===== src/rtl/sisp_consts.svh =====
// Register offsets, field layout and reset values of the switch statistics block
`ifndef SISP_CONSTS_SVH
`define SISP_CONSTS_SVH

`define SISP_IDX_FILT_CNT2   16'h1852
`define SISP_IDX_REGEN_TBL0  16'h1855
`define SISP_IDX_REGEN_TBL1  16'h1856
`define SISP_IDX_REGEN_TBL2  16'h1857
`define SISP_IDX_LRN_CNT0    16'h1858
`define SISP_IDX_LRN_CNT1    16'h1859
`define SISP_ADDR_W          16
`define SISP_DATA_W          32
`define SISP_PRIO_W          3
`define SISP_NUM_PRIO        8
`define SISP_TBL_FIELD_W     24
`define SISP_TBL_RESET       24'hFAC688
`define SISP_CNT_MAX         32'hFFFFFFFF
`define SISP_CNT_RESET       32'h00000000

`endif


===== src/rtl/sisp_pkg.sv =====
// Types shared by the switch statistics and priority regeneration block
`default_nettype none
package sisp_pkg;
  typedef struct packed {
    logic       valid;
    logic [1:0] port;
    logic [2:0] prio;
  } sisp_prio_req_t;

  typedef struct packed {
    logic       valid;
    logic [2:0] prio;
  } sisp_prio_ans_t;

  typedef struct packed {
    logic filt_drop_p2;
    logic filt_bcast_p2;
    logic rate_drop_p2;
    logic lrn_disc_p0;
    logic lrn_disc_p1;
  } sisp_events_t;

  typedef enum logic [1:0] {
    SISP_IDLE   = 2'b00,
    SISP_ACCESS = 2'b01
  } sisp_apb_state_t;
endpackage
`default_nettype wire


===== src/rtl/sisp_sat_counter.sv =====
// Saturating clear-on-read statistics counter with registered value
`default_nettype none
`include "sisp_consts.svh"
module sisp_sat_counter
  import sisp_pkg::*;
#(
  parameter int WIDTH = 32
) (
  // Clock and reset
  input  wire logic             pclk,
  input  wire logic             presetn,
  // Event and clear
  input  wire logic             inc,
  input  wire logic             clr,
  // Count
  output logic [WIDTH-1:0]      count
);
  logic [WIDTH-1:0] cnt_reg;
  logic [WIDTH-1:0] cnt_next;

  always_comb begin
    cnt_next = cnt_reg;
    if (clr) begin
      // Event in the clearing cycle survives as a count of one
      cnt_next = inc ? WIDTH'(1) : '0;
    end else if (inc && (cnt_reg != {WIDTH{1'b1}})) begin
      cnt_next = cnt_reg + WIDTH'(1);
    end
  end

  always_ff @(posedge pclk or negedge presetn) begin
    if (!presetn) begin
      cnt_reg <= '0;
    end else begin
      cnt_reg <= cnt_next;
    end
  end

  assign count = cnt_reg;

  chk_sat_hold: assert property (@(posedge pclk) disable iff (!presetn)
    (cnt_reg == {WIDTH{1'b1}} && !clr) |=> (cnt_reg == {WIDTH{1'b1}}))
    else $error("saturated counter moved");
  chk_clr_event: assert property (@(posedge pclk) disable iff (!presetn)
    (clr && inc) |=> (cnt_reg == WIDTH'(1)))
    else $error("event lost on clearing read");
endmodule // sisp_sat_counter
`default_nettype wire


===== src/rtl/sisp_switch_stats.sv =====
// Switch statistics counters and priority regeneration tables behind an APB slave
// Notes on behaviour
// - A 32-bit counter counts each packet dropped by ingress filtering on port 2.
// - Broadcast throttling drops count too, ingress rate limiting drops do not.
// - Reading the port 2 filtered counter returns the count and then zeroes it.
// - Every counter stops at all ones instead of wrapping.
// - Ports 0, 1 and 2 each own a table mapping received to regenerated priority.
// - The output queue is chosen from the regenerated priority, not the received one.
// - Each table is a read/write word of eight 3-bit entries at bits 3n+2:3n, 31:24 spare.
// - After reset each entry equals its own index, so the map is the identity.
// - Ports 0 and 1 each count source addresses not learned for lack of table space.
// - Reading a learn discard counter returns the count and then zeroes it.
`default_nettype none
`include "sisp_consts.svh"
module sisp_switch_stats
  import sisp_pkg::*;
#(
  parameter int CNT_W = `SISP_DATA_W
) (
  // APB clock and reset
  input  wire logic                    pclk,
  input  wire logic                    presetn,
  // APB slave
  input  wire logic                    psel,
  input  wire logic                    penable,
  input  wire logic                    pwrite,
  input  wire logic [`SISP_ADDR_W-1:0] paddr,
  input  wire logic [`SISP_DATA_W-1:0] pwdata,
  output logic      [`SISP_DATA_W-1:0] prdata,
  output logic                         pready,
  output logic                         pslverr,
  // Count events from the switch engine
  input  wire sisp_events_t            events,
  // Priority lookup for queue selection
  input  wire sisp_prio_req_t          prio_req,
  output sisp_prio_ans_t               prio_ans
);
  // Byte address is four times the printed register index
  function automatic logic [`SISP_ADDR_W-1:0] byte_addr(input logic [`SISP_ADDR_W-1:0] idx);
    byte_addr = {idx[`SISP_ADDR_W-3:0], 2'b00};
  endfunction

  function automatic logic [2:0] table_entry(input logic [`SISP_TBL_FIELD_W-1:0] tbl,
                                             input logic [2:0] prio);
    table_entry = tbl[prio*3 +: 3];
  endfunction

  // Counters narrower than the bus read back zero-extended
  function automatic logic [`SISP_DATA_W-1:0] cnt_word(input logic [CNT_W-1:0] c);
    cnt_word              = '0;
    cnt_word[CNT_W-1:0]   = c;
  endfunction

  localparam logic [`SISP_ADDR_W-1:0] A_FILT2 = `SISP_IDX_FILT_CNT2 << 2;
  localparam logic [`SISP_ADDR_W-1:0] A_TBL0  = `SISP_IDX_REGEN_TBL0 << 2;
  localparam logic [`SISP_ADDR_W-1:0] A_TBL1  = `SISP_IDX_REGEN_TBL1 << 2;
  localparam logic [`SISP_ADDR_W-1:0] A_TBL2  = `SISP_IDX_REGEN_TBL2 << 2;
  localparam logic [`SISP_ADDR_W-1:0] A_LRN0  = `SISP_IDX_LRN_CNT0 << 2;
  localparam logic [`SISP_ADDR_W-1:0] A_LRN1  = `SISP_IDX_LRN_CNT1 << 2;

  // APB handshake state
  sisp_apb_state_t            st_reg;
  sisp_apb_state_t            st_next;
  logic [`SISP_DATA_W-1:0]    prdata_reg;
  logic [`SISP_DATA_W-1:0]    prdata_next;
  logic                       pready_reg;
  logic                       pready_next;
  logic                       pslverr_reg;
  logic                       pslverr_next;

  // Priority tables
  logic [`SISP_TBL_FIELD_W-1:0] tbl_reg  [3];
  logic [`SISP_TBL_FIELD_W-1:0] tbl_next [3];

  // Priority answer
  sisp_prio_ans_t             ans_reg;
  sisp_prio_ans_t             ans_next;

  // Counter events and clears
  logic                       filt_inc;
  logic                       clr_filt;
  logic                       clr_lrn0;
  logic                       clr_lrn1;
  logic [CNT_W-1:0]           filt_cnt;
  logic [CNT_W-1:0]           lrn0_cnt;
  logic [CNT_W-1:0]           lrn1_cnt;

  logic                       acc;
  logic                       rd_acc;
  logic                       wr_acc;

  // Access phase is taken in the cycle after setup; one wait state gives a registered prdata
  assign acc    = psel && penable && (st_reg == SISP_ACCESS) && !pready_reg;
  assign rd_acc = acc && !pwrite;
  assign wr_acc = acc && pwrite;

  // Rate limiting drops are tallied elsewhere and never reach this counter
  assign filt_inc = events.filt_drop_p2 || events.filt_bcast_p2;

  // Clear happens on the same edge that hands read data out
  assign clr_filt = rd_acc && (paddr == byte_addr(`SISP_IDX_FILT_CNT2));
  assign clr_lrn0 = rd_acc && (paddr == A_LRN0);
  assign clr_lrn1 = rd_acc && (paddr == A_LRN1);

  sisp_sat_counter #(.WIDTH(CNT_W)) u_filt2 (
    .pclk    (pclk),
    .presetn (presetn),
    .inc     (filt_inc),
    .clr     (clr_filt),
    .count   (filt_cnt)
  );

  sisp_sat_counter #(.WIDTH(CNT_W)) u_lrn0 (
    .pclk    (pclk),
    .presetn (presetn),
    .inc     (events.lrn_disc_p0),
    .clr     (clr_lrn0),
    .count   (lrn0_cnt)
  );

  sisp_sat_counter #(.WIDTH(CNT_W)) u_lrn1 (
    .pclk    (pclk),
    .presetn (presetn),
    .inc     (events.lrn_disc_p1),
    .clr     (clr_lrn1),
    .count   (lrn1_cnt)
  );

  // APB next state and read data
  always_comb begin
    st_next      = st_reg;
    prdata_next  = '0;
    pready_next  = 1'b0;
    pslverr_next = 1'b0;
    for (int i = 0; i < 3; i++) begin
      tbl_next[i] = tbl_reg[i];
    end
    case (st_reg)
      SISP_IDLE: begin
        if (psel && !penable) begin
          st_next = SISP_ACCESS;
        end
      end
      SISP_ACCESS: begin
        if (acc) begin
          pready_next = 1'b1;
          if (paddr == A_FILT2) begin
            prdata_next = cnt_word(filt_cnt);
          end else if (paddr == A_TBL0) begin
            prdata_next = {8'h00, tbl_reg[0]};
            if (pwrite) tbl_next[0] = pwdata[`SISP_TBL_FIELD_W-1:0];
          end else if (paddr == A_TBL1) begin
            prdata_next = {8'h00, tbl_reg[1]};
            if (pwrite) tbl_next[1] = pwdata[`SISP_TBL_FIELD_W-1:0];
          end else if (paddr == A_TBL2) begin
            prdata_next = {8'h00, tbl_reg[2]};
            if (pwrite) tbl_next[2] = pwdata[`SISP_TBL_FIELD_W-1:0];
          end else if (paddr == A_LRN0) begin
            prdata_next = cnt_word(lrn0_cnt);
          end else if (paddr == A_LRN1) begin
            prdata_next = cnt_word(lrn1_cnt);
          end else begin
            pslverr_next = 1'b1;
          end
          // A write answers with zero data; counters ignore it
          if (pwrite) begin
            prdata_next = '0;
          end
        end else if (pready_reg) begin
          st_next = (psel && !penable) ? SISP_ACCESS : SISP_IDLE;
        end else if (!psel) begin
          st_next = SISP_IDLE;
        end
      end
      default: begin
        st_next = SISP_IDLE;
      end
    endcase
  end

  // Priority regeneration used by queue selection
  always_comb begin
    ans_next.valid = prio_req.valid;
    ans_next.prio  = '0;
    if (prio_req.port < 2'd3) begin
      ans_next.prio = table_entry(tbl_reg[prio_req.port], prio_req.prio);
    end else begin
      ans_next.valid = 1'b0;
    end
  end

  always_ff @(posedge pclk or negedge presetn) begin
    if (!presetn) begin
      st_reg      <= SISP_IDLE;
      prdata_reg  <= '0;
      pready_reg  <= 1'b0;
      pslverr_reg <= 1'b0;
      ans_reg     <= '0;
      for (int i = 0; i < 3; i++) begin
        tbl_reg[i] <= `SISP_TBL_RESET;
      end
    end else begin
      st_reg      <= st_next;
      prdata_reg  <= prdata_next;
      pready_reg  <= pready_next;
      pslverr_reg <= pslverr_next;
      ans_reg     <= ans_next;
      for (int i = 0; i < 3; i++) begin
        tbl_reg[i] <= tbl_next[i];
      end
    end
  end

  assign prdata   = prdata_reg;
  assign pready   = pready_reg;
  assign pslverr  = pslverr_reg;
  assign prio_ans = ans_reg;

  chk_tbl_reset: assert property (@(posedge pclk)
    $rose(presetn) |-> (tbl_reg[0] == `SISP_TBL_RESET && tbl_reg[1] == `SISP_TBL_RESET &&
      tbl_reg[2] == `SISP_TBL_RESET))
    else $error("table not identity after reset");
  chk_regen_used: assert property (@(posedge pclk) disable iff (!presetn)
    (prio_req.valid && prio_req.port == 2'd1) |=>
      (prio_ans.prio == $past(tbl_reg[1][prio_req.prio*3 +: 3])))
    else $error("queue priority not regenerated");
  chk_filt_rd_clear: assert property (@(posedge pclk) disable iff (!presetn)
    (clr_filt && !filt_inc) |=> (filt_cnt == '0 && prdata == $past(filt_cnt)))
    else $error("filtered counter not cleared on read");
  chk_lrn_rd_clear: assert property (@(posedge pclk) disable iff (!presetn)
    (clr_lrn0 && !events.lrn_disc_p0) |=> (lrn0_cnt == '0))
    else $error("learn counter not cleared on read");
  chk_filt_count: assert property (@(posedge pclk) disable iff (!presetn)
    (events.rate_drop_p2 && !filt_inc && !clr_filt) |=> $stable(filt_cnt))
    else $error("rate drop counted");
  chk_bcast_count: assert property (@(posedge pclk) disable iff (!presetn)
    (events.filt_bcast_p2 && !clr_filt && filt_cnt != '1) |=>
      (filt_cnt == $past(filt_cnt) + CNT_W'(1)))
    else $error("filtered drop not counted");
  chk_resv_zero: assert property (@(posedge pclk) disable iff (!presetn)
    (pready && $past(rd_acc) && $past(paddr) == A_TBL1) |-> (prdata[31:24] == 8'h00))
    else $error("reserved bits not zero");
  chk_tbl_write: assert property (@(posedge pclk) disable iff (!presetn)
    (wr_acc && paddr == A_TBL2) |=> (tbl_reg[2] == $past(pwdata[23:0])))
    else $error("table write lost");
  chk_one_wait: assert property (@(posedge pclk) disable iff (!presetn)
    (psel && !penable) ##1 (psel && penable) |=> pready)
    else $error("answer not after one wait");

  // Regeneration lookups
  chk_regen_port0: assert property (@(posedge pclk) disable iff (!presetn)
    (prio_req.valid && prio_req.port == 2'd0) |=>
      (prio_ans.prio == $past(tbl_reg[0][prio_req.prio*3 +: 3])))
    else $error("port 0 priority not regenerated");
  chk_regen_port2: assert property (@(posedge pclk) disable iff (!presetn)
    (prio_req.valid && prio_req.port == 2'd2) |=>
      (prio_ans.prio == $past(tbl_reg[2][prio_req.prio*3 +: 3])))
    else $error("port 2 priority not regenerated");
  chk_ans_valid: assert property (@(posedge pclk) disable iff (!presetn)
    (prio_req.valid && prio_req.port != 2'd3) |=> prio_ans.valid)
    else $error("lookup answer missing");
  chk_bad_port: assert property (@(posedge pclk) disable iff (!presetn)
    (prio_req.port == 2'd3) |=> !prio_ans.valid)
    else $error("answer for a port without a table");
  chk_ans_idle: assert property (@(posedge pclk) disable iff (!presetn)
    !prio_req.valid |=> !prio_ans.valid)
    else $error("answer without a request");

  // Table storage
  chk_tbl0_write: assert property (@(posedge pclk) disable iff (!presetn)
    (wr_acc && paddr == A_TBL0) |=> (tbl_reg[0] == $past(pwdata[23:0])))
    else $error("table 0 write lost");
  chk_tbl1_write: assert property (@(posedge pclk) disable iff (!presetn)
    (wr_acc && paddr == A_TBL1) |=> (tbl_reg[1] == $past(pwdata[23:0])))
    else $error("table 1 write lost");
  chk_tbl0_hold: assert property (@(posedge pclk) disable iff (!presetn)
    !(wr_acc && paddr == A_TBL0) |=> $stable(tbl_reg[0]))
    else $error("table 0 changed without a write");
  chk_tbl1_hold: assert property (@(posedge pclk) disable iff (!presetn)
    !(wr_acc && paddr == A_TBL1) |=> $stable(tbl_reg[1]))
    else $error("table 1 changed without a write");
  chk_tbl2_hold: assert property (@(posedge pclk) disable iff (!presetn)
    !(wr_acc && paddr == A_TBL2) |=> $stable(tbl_reg[2]))
    else $error("table 2 changed without a write");
  chk_tbl_rd_data: assert property (@(posedge pclk) disable iff (!presetn)
    (rd_acc && paddr == A_TBL0) |=> (prdata == {8'h00, $past(tbl_reg[0])}))
    else $error("table read data wrong");
  chk_resv_tbl2: assert property (@(posedge pclk) disable iff (!presetn)
    (rd_acc && paddr == A_TBL2) |=> (prdata[31:24] == 8'h00))
    else $error("reserved bits of table 2 not zero");

  // Counters
  chk_lrn1_rd_clear: assert property (@(posedge pclk) disable iff (!presetn)
    (clr_lrn1 && !events.lrn_disc_p1) |=> (lrn1_cnt == '0))
    else $error("port 1 learn counter not cleared on read");
  chk_lrn0_count: assert property (@(posedge pclk) disable iff (!presetn)
    (events.lrn_disc_p0 && !clr_lrn0 && lrn0_cnt != '1) |=>
      (lrn0_cnt == $past(lrn0_cnt) + CNT_W'(1)))
    else $error("port 0 learn discard not counted");
  chk_lrn1_count: assert property (@(posedge pclk) disable iff (!presetn)
    (events.lrn_disc_p1 && !clr_lrn1 && lrn1_cnt != '1) |=>
      (lrn1_cnt == $past(lrn1_cnt) + CNT_W'(1)))
    else $error("port 1 learn discard not counted");
  chk_lrn0_rd_data: assert property (@(posedge pclk) disable iff (!presetn)
    clr_lrn0 |=> (prdata == $past(lrn0_cnt)))
    else $error("port 0 learn count not returned");
  chk_lrn1_rd_data: assert property (@(posedge pclk) disable iff (!presetn)
    clr_lrn1 |=> (prdata == $past(lrn1_cnt)))
    else $error("port 1 learn count not returned");
  chk_filt_sat: assert property (@(posedge pclk) disable iff (!presetn)
    (filt_cnt == '1 && !clr_filt) |=> (filt_cnt == '1))
    else $error("filtered counter left saturation");
  chk_lrn0_sat: assert property (@(posedge pclk) disable iff (!presetn)
    (lrn0_cnt == '1 && !clr_lrn0) |=> (lrn0_cnt == '1))
    else $error("port 0 learn counter left saturation");
  chk_lrn1_sat: assert property (@(posedge pclk) disable iff (!presetn)
    (lrn1_cnt == '1 && !clr_lrn1) |=> (lrn1_cnt == '1))
    else $error("port 1 learn counter left saturation");
  chk_filt_wr_ign: assert property (@(posedge pclk) disable iff (!presetn)
    (wr_acc && paddr == A_FILT2 && !filt_inc) |=> $stable(filt_cnt))
    else $error("write changed filtered counter");
  chk_lrn0_wr_ign: assert property (@(posedge pclk) disable iff (!presetn)
    (wr_acc && paddr == A_LRN0 && !events.lrn_disc_p0) |=> $stable(lrn0_cnt))
    else $error("write changed port 0 learn counter");
  chk_filt_clr_evt: assert property (@(posedge pclk) disable iff (!presetn)
    (clr_filt && filt_inc) |=> (filt_cnt == CNT_W'(1)))
    else $error("filtered event lost on clearing read");

  // Bus answers
  chk_pready_pulse: assert property (@(posedge pclk) disable iff (!presetn)
    pready |=> !pready)
    else $error("ready held longer than one cycle");
  chk_wr_rdata: assert property (@(posedge pclk) disable iff (!presetn)
    wr_acc |=> (prdata == '0))
    else $error("write answered with data");
  chk_err_no_data: assert property (@(posedge pclk) disable iff (!presetn)
    pslverr |-> (prdata == '0))
    else $error("error answer carries data");
  chk_err_no_write: assert property (@(posedge pclk) disable iff (!presetn)
    (acc && pslverr_next) |=>
      ($stable(tbl_reg[0]) && $stable(tbl_reg[1]) && $stable(tbl_reg[2])))
    else $error("unmapped access changed a table");

  cov_read_filt: cover property (@(posedge pclk) disable iff (!presetn) clr_filt);
  cov_clr_evt:   cover property (@(posedge pclk) disable iff (!presetn) clr_lrn1 && events.lrn_disc_p1);
  cov_tbl_write: cover property (@(posedge pclk) disable iff (!presetn) wr_acc && paddr == A_TBL0);
  cov_err:       cover property (@(posedge pclk) disable iff (!presetn) pslverr);
  cov_saturated: cover property (@(posedge pclk) disable iff (!presetn) filt_cnt == '1);
endmodule // sisp_switch_stats
`default_nettype wire


===== config.mk =====
export PLATFORM = sky130hd
export DESIGN_NAME = sisp_switch_stats
export DESIGN_NICKNAME = d
export VERILOG_FILES = /design/src/rtl/sisp_pkg.sv /design/src/rtl/sisp_sat_counter.sv /design/src/rtl/sisp_switch_stats.sv
export VERILOG_INCLUDE_DIRS = /design/src /design/src/rtl
export SDC_FILE = /design/constraint.sdc
export NUM_CORES = 1
export LEC_CHECK = 0
export BUFFER_PORTS_ARGS = -buffer_cell sky130_fd_sc_hd__buf_2
export CAP_MARGIN = 0
export CORE_AREA = 2 2 209 190
export DETAILED_ROUTE_END_ITERATION = 12
export DIE_AREA = 0 0 211 192
export HOLD_SLACK_MARGIN = 0.08
export SLEW_MARGIN = 20
export SYNTH_ARGS = -nofsm -noshare
export SYNTH_HDL_FRONTEND = slang
export SYNTH_HIERARCHICAL = 1
export SYNTH_SLANG_ARGS = --single-unit
export TNS_END_PERCENT = 10

===== constraint.sdc =====
create_clock -name pclk -period 3.71 [get_ports pclk]
set_input_delay 0.1855 -clock pclk [delete_from_list [all_inputs] [get_ports pclk]]
set_output_delay 0.1855 -clock pclk [all_outputs]
set_load 0.03 [all_outputs]

==> impl_metrics.py <==
metrics = {
    "status": {
        "outcome": "finished, final reports clean",
    },
    "cts": {
        "clockBufferDepth": 3,
        "ctsResizeCount": 0,
        "cts.sinks": 207,
        "htree_levels": 1,
        "cts_root_buf": "clkbuf_16",
        "cts_buffers": 24,
        "insertion_delay_ps": 540,
        "tritoncts": "yes",
        "clk_pin_slew_ps": 60,
    },
    "yosys": {
        "synth-main-ff-cell": "dfrtp_1",
        "syn-num-nets": 1229,
        "synth_most_common_cell": "dfrtp_1",
        "syn_area_um2": 11400,
        "yosysTopAreaCell": "dfrtp_1",
        "synth_top_area_share_pct": 37.7,
        "ys_seq_elements": 207,
        "synth_top_cells_by_count": "dfrtp_1 (171), a21oi_1 (120), o21ai_0 (94)",
        "avgSynthCellArea_um2": 9.78,
        "ys_async_sr_fraction_pct": 100,
        "synth_cell_types": 67,
        "synthCells": 1162,
        "synth_warnings": 6,
        "ys_top_cells_by_area": "dfrtp_1 (38%), dfstp_2 (8.3%), a21oi_1 (5.3%)",
        "synth-seq-area-share_pct": 46.0,
        "synth_edf_count": 0,
    },
    "setup_path": {
        "critPathKind": "flop to flop",
        "end_kind": "flop",
        "cp_slowest_cell": "o31ai_1",
        "arrival_ps": 3230,
        "max_stage_delay_ps": 870,
        "crit_required_ps": 4120,
        "crit_family": "simple AND/OR/NAND/NOR gates",
        "cp_max_fo": 12,
        "cp_num_buf_inv": 1,
        "crit_chain": "nand4_1 -> or4_4 -> o31ai_1 -> buf_4 -> or4_1 -> a21oi_1",
        "startpoint_type": "flop",
    },
    "timing": {
        "rsz0062_at_grt": "no",
        "worst-slew-pin-transition_ps": 1020,
        "slew_headroom_pct": 31.5,
        "setup-violations-final": 0,
        "hold_viol": 0,
        "skew_ps": 20.1,
        "maxSlewViolCount": 0,
        "fmaxAchievable_ghz": 0.355,
        "period_needed_ps": 2810,
        "worst_slack_ps": 895,
        "period_share_pct": 75.9,
        "finalSetupTns_ps": 0,
    },
    "power": {
        "vdd_drop_max_mv": 0.257,
        "p_per_area_nw_per_um2": 408,
        "p_clk_share_pct": 44.9,
        "combPwrFrac_pct": 9.2,
        "power_switching_uw": 1460,
        "internal-power_uw": 4050,
        "p_leak_uw": 0.00557,
        "sequentialPowerShare_pct": 45.9,
        "switching_share_pct": 26.5,
    },
    "floorplan": {
        "start_util_pct": 29.7,
        "die_h_um": 192,
        "io_pins": 102,
        "coreArea_um2": 38200,
        "die_area_um2": 40500,
        "rows": 68,
        "die_x_um": 211,
    },
    "cells_and_area": {
        "area_growth_pct": 18.8,
        "multi_input_area_um2": 5740,
        "drive_gt1_share_pct": 20.4,
        "regArea_um2": 5230,
        "num-nets-final": 1340,
        "final.fill_count": 3885,
        "largest_reg_flops": 72,
    },
    "global_route": {
        "grt-busiest-layer": "met2",
        "antenna_found_initial": 3,
        "met3_usage_pct": 3.55,
        "grt_use_met1_pct": 24.4,
        "grt_util_all_layers_pct": 17.6,
        "grt_pass1_vias": 9632,
        "grt_use_met2_pct": 28.3,
        "grt_pass1_wl_mm": 55.7,
        "grt_max_degree": 120,
        "overflow": 0,
    },
    "drt": {
        "dr.pass1.iters": 5,
        "routedWlPerCell_um": 20.1,
        "final_antenna_net_count": 0,
        "totalWireLength_mm": 35.8,
        "drc_errors": 0,
        "drt-vias-per-instance": 5.58,
        "num_vias": 9942,
        "drtIter0Drc": 773,
    },
    "place": {
        "dp_hpwl_mm": 25.3,
        "io_buffers": 92,
        "place_ws_ps": 833,
        "gp_congestion": 0.865,
    },
    "min_path": {
        "hold_path_class": "input pin to flop",
    },
    "run": {
        "max_cap_violations": 0,
    },
}
worst paths after layout:
check | from | to | slack [ps] | cells past startpoint
worst min-delay path | events[0] | u_lrn1/count[9] | 110 | 4
worst max register to register | u_filt2/count[20] | u_filt2/count[29] | 900 | 6
max in group asynchronous | presetn | u_lrn0/count[29] | 2270 | 3
worst min register to register | tbl_reg[30] | tbl_reg[30] | 520 | 1
min in group asynchronous | presetn | prdata[9] | 350 | 2
worst max-delay path | u_filt2/count[20] | u_filt2/count[29] | 900 | 6
cell families (layout without fill, tap and decap cells):
logic type / after synthesis / after routing / synth area share [%]
simple gates: 411 / 411 / 20.6
buf+inv: 95 / 224 / 3.63
flops: 207 / 207 / 46.0
xor+xnor: 19 / 19 / 1.46
compound gates: 316 / 316 / 16.6
other cells: 0 / 1 / 0
fa+ha+maj: 3 / 3 / 0.330
mux: 111 / 111 / 11.5
stage by stage:
stage	util (%)	area (um^2)	hold slack (ps)	std cells	total power (uW)
finish	35.3	13500	105	1782	5510
global route	35.3	13500	109	1781	5750
CTS	35.3	13500	81.2	1781	5560
detailed placement	32.4	12400	390	1706	3040
global placement	32.4	12400	383	1706	3020
floorplan	-	11400	-110	1162	2790
tightest hold or removal path: cells and delay by family:
kind	cells	cell delay (ps)
AND/OR/NAND/NOR	2	180
AO/OA/AOI/OAI	1	60
buffers and inverters	1	160
final cells by class:
cell class / count / share of cell area, %
Inverter: 31 / 0.862
Multi-Input combinational cell: 860 / 42.5
Antenna cell: 1 / 0.0185
Timing Repair Buffer: 149 / 7.22
Tap cell: 490 / 4.54
Clock buffer: 33 / 5.30
Clock inverter: 11 / 0.852
Sequential cell: 207 / 38.7
placed cells by master (no fill, tap or decap), types with 31 or more instances in the layout:
cell type and n:
dfrtp_1 171, nor2_1 71, dlygate4sd3_1 31, nand3_1 50, buf_2 91, nand2_1 64
dfstp_2 36, a21oi_1 120, o21ai_0 94, mux2i_1 37, mux2_1 40, or3_1 61
layer usage:
layer  wire length [um]  up-vias  part of all wire, %
met4                626        4                  1.8
met1              16200     4970                   45
met5                 25        -                0.070
met2              16400      327                   46
li1                   -     4593                    -
met3               2430       48                  6.8
power groups by stage:
stage / combinational [uW] / sequential, uW / clock (uW)
floorplan: 273 / 2520 / 0
global placement: 460 / 2560 / 0
detailed placement: 475 / 2570 / 0
CTS: 504 / 2530 / 2530
global route: 563 / 2550 / 2640
finish: 506 / 2530 / 2480
timing repair:
action | CTS | global route
hold buffers | 31 | 0
endpoints found under the hold margin | 168 | 0
buffers inserted | 0 | 0
No activity file was read; power rests on OpenSTA's default activity.
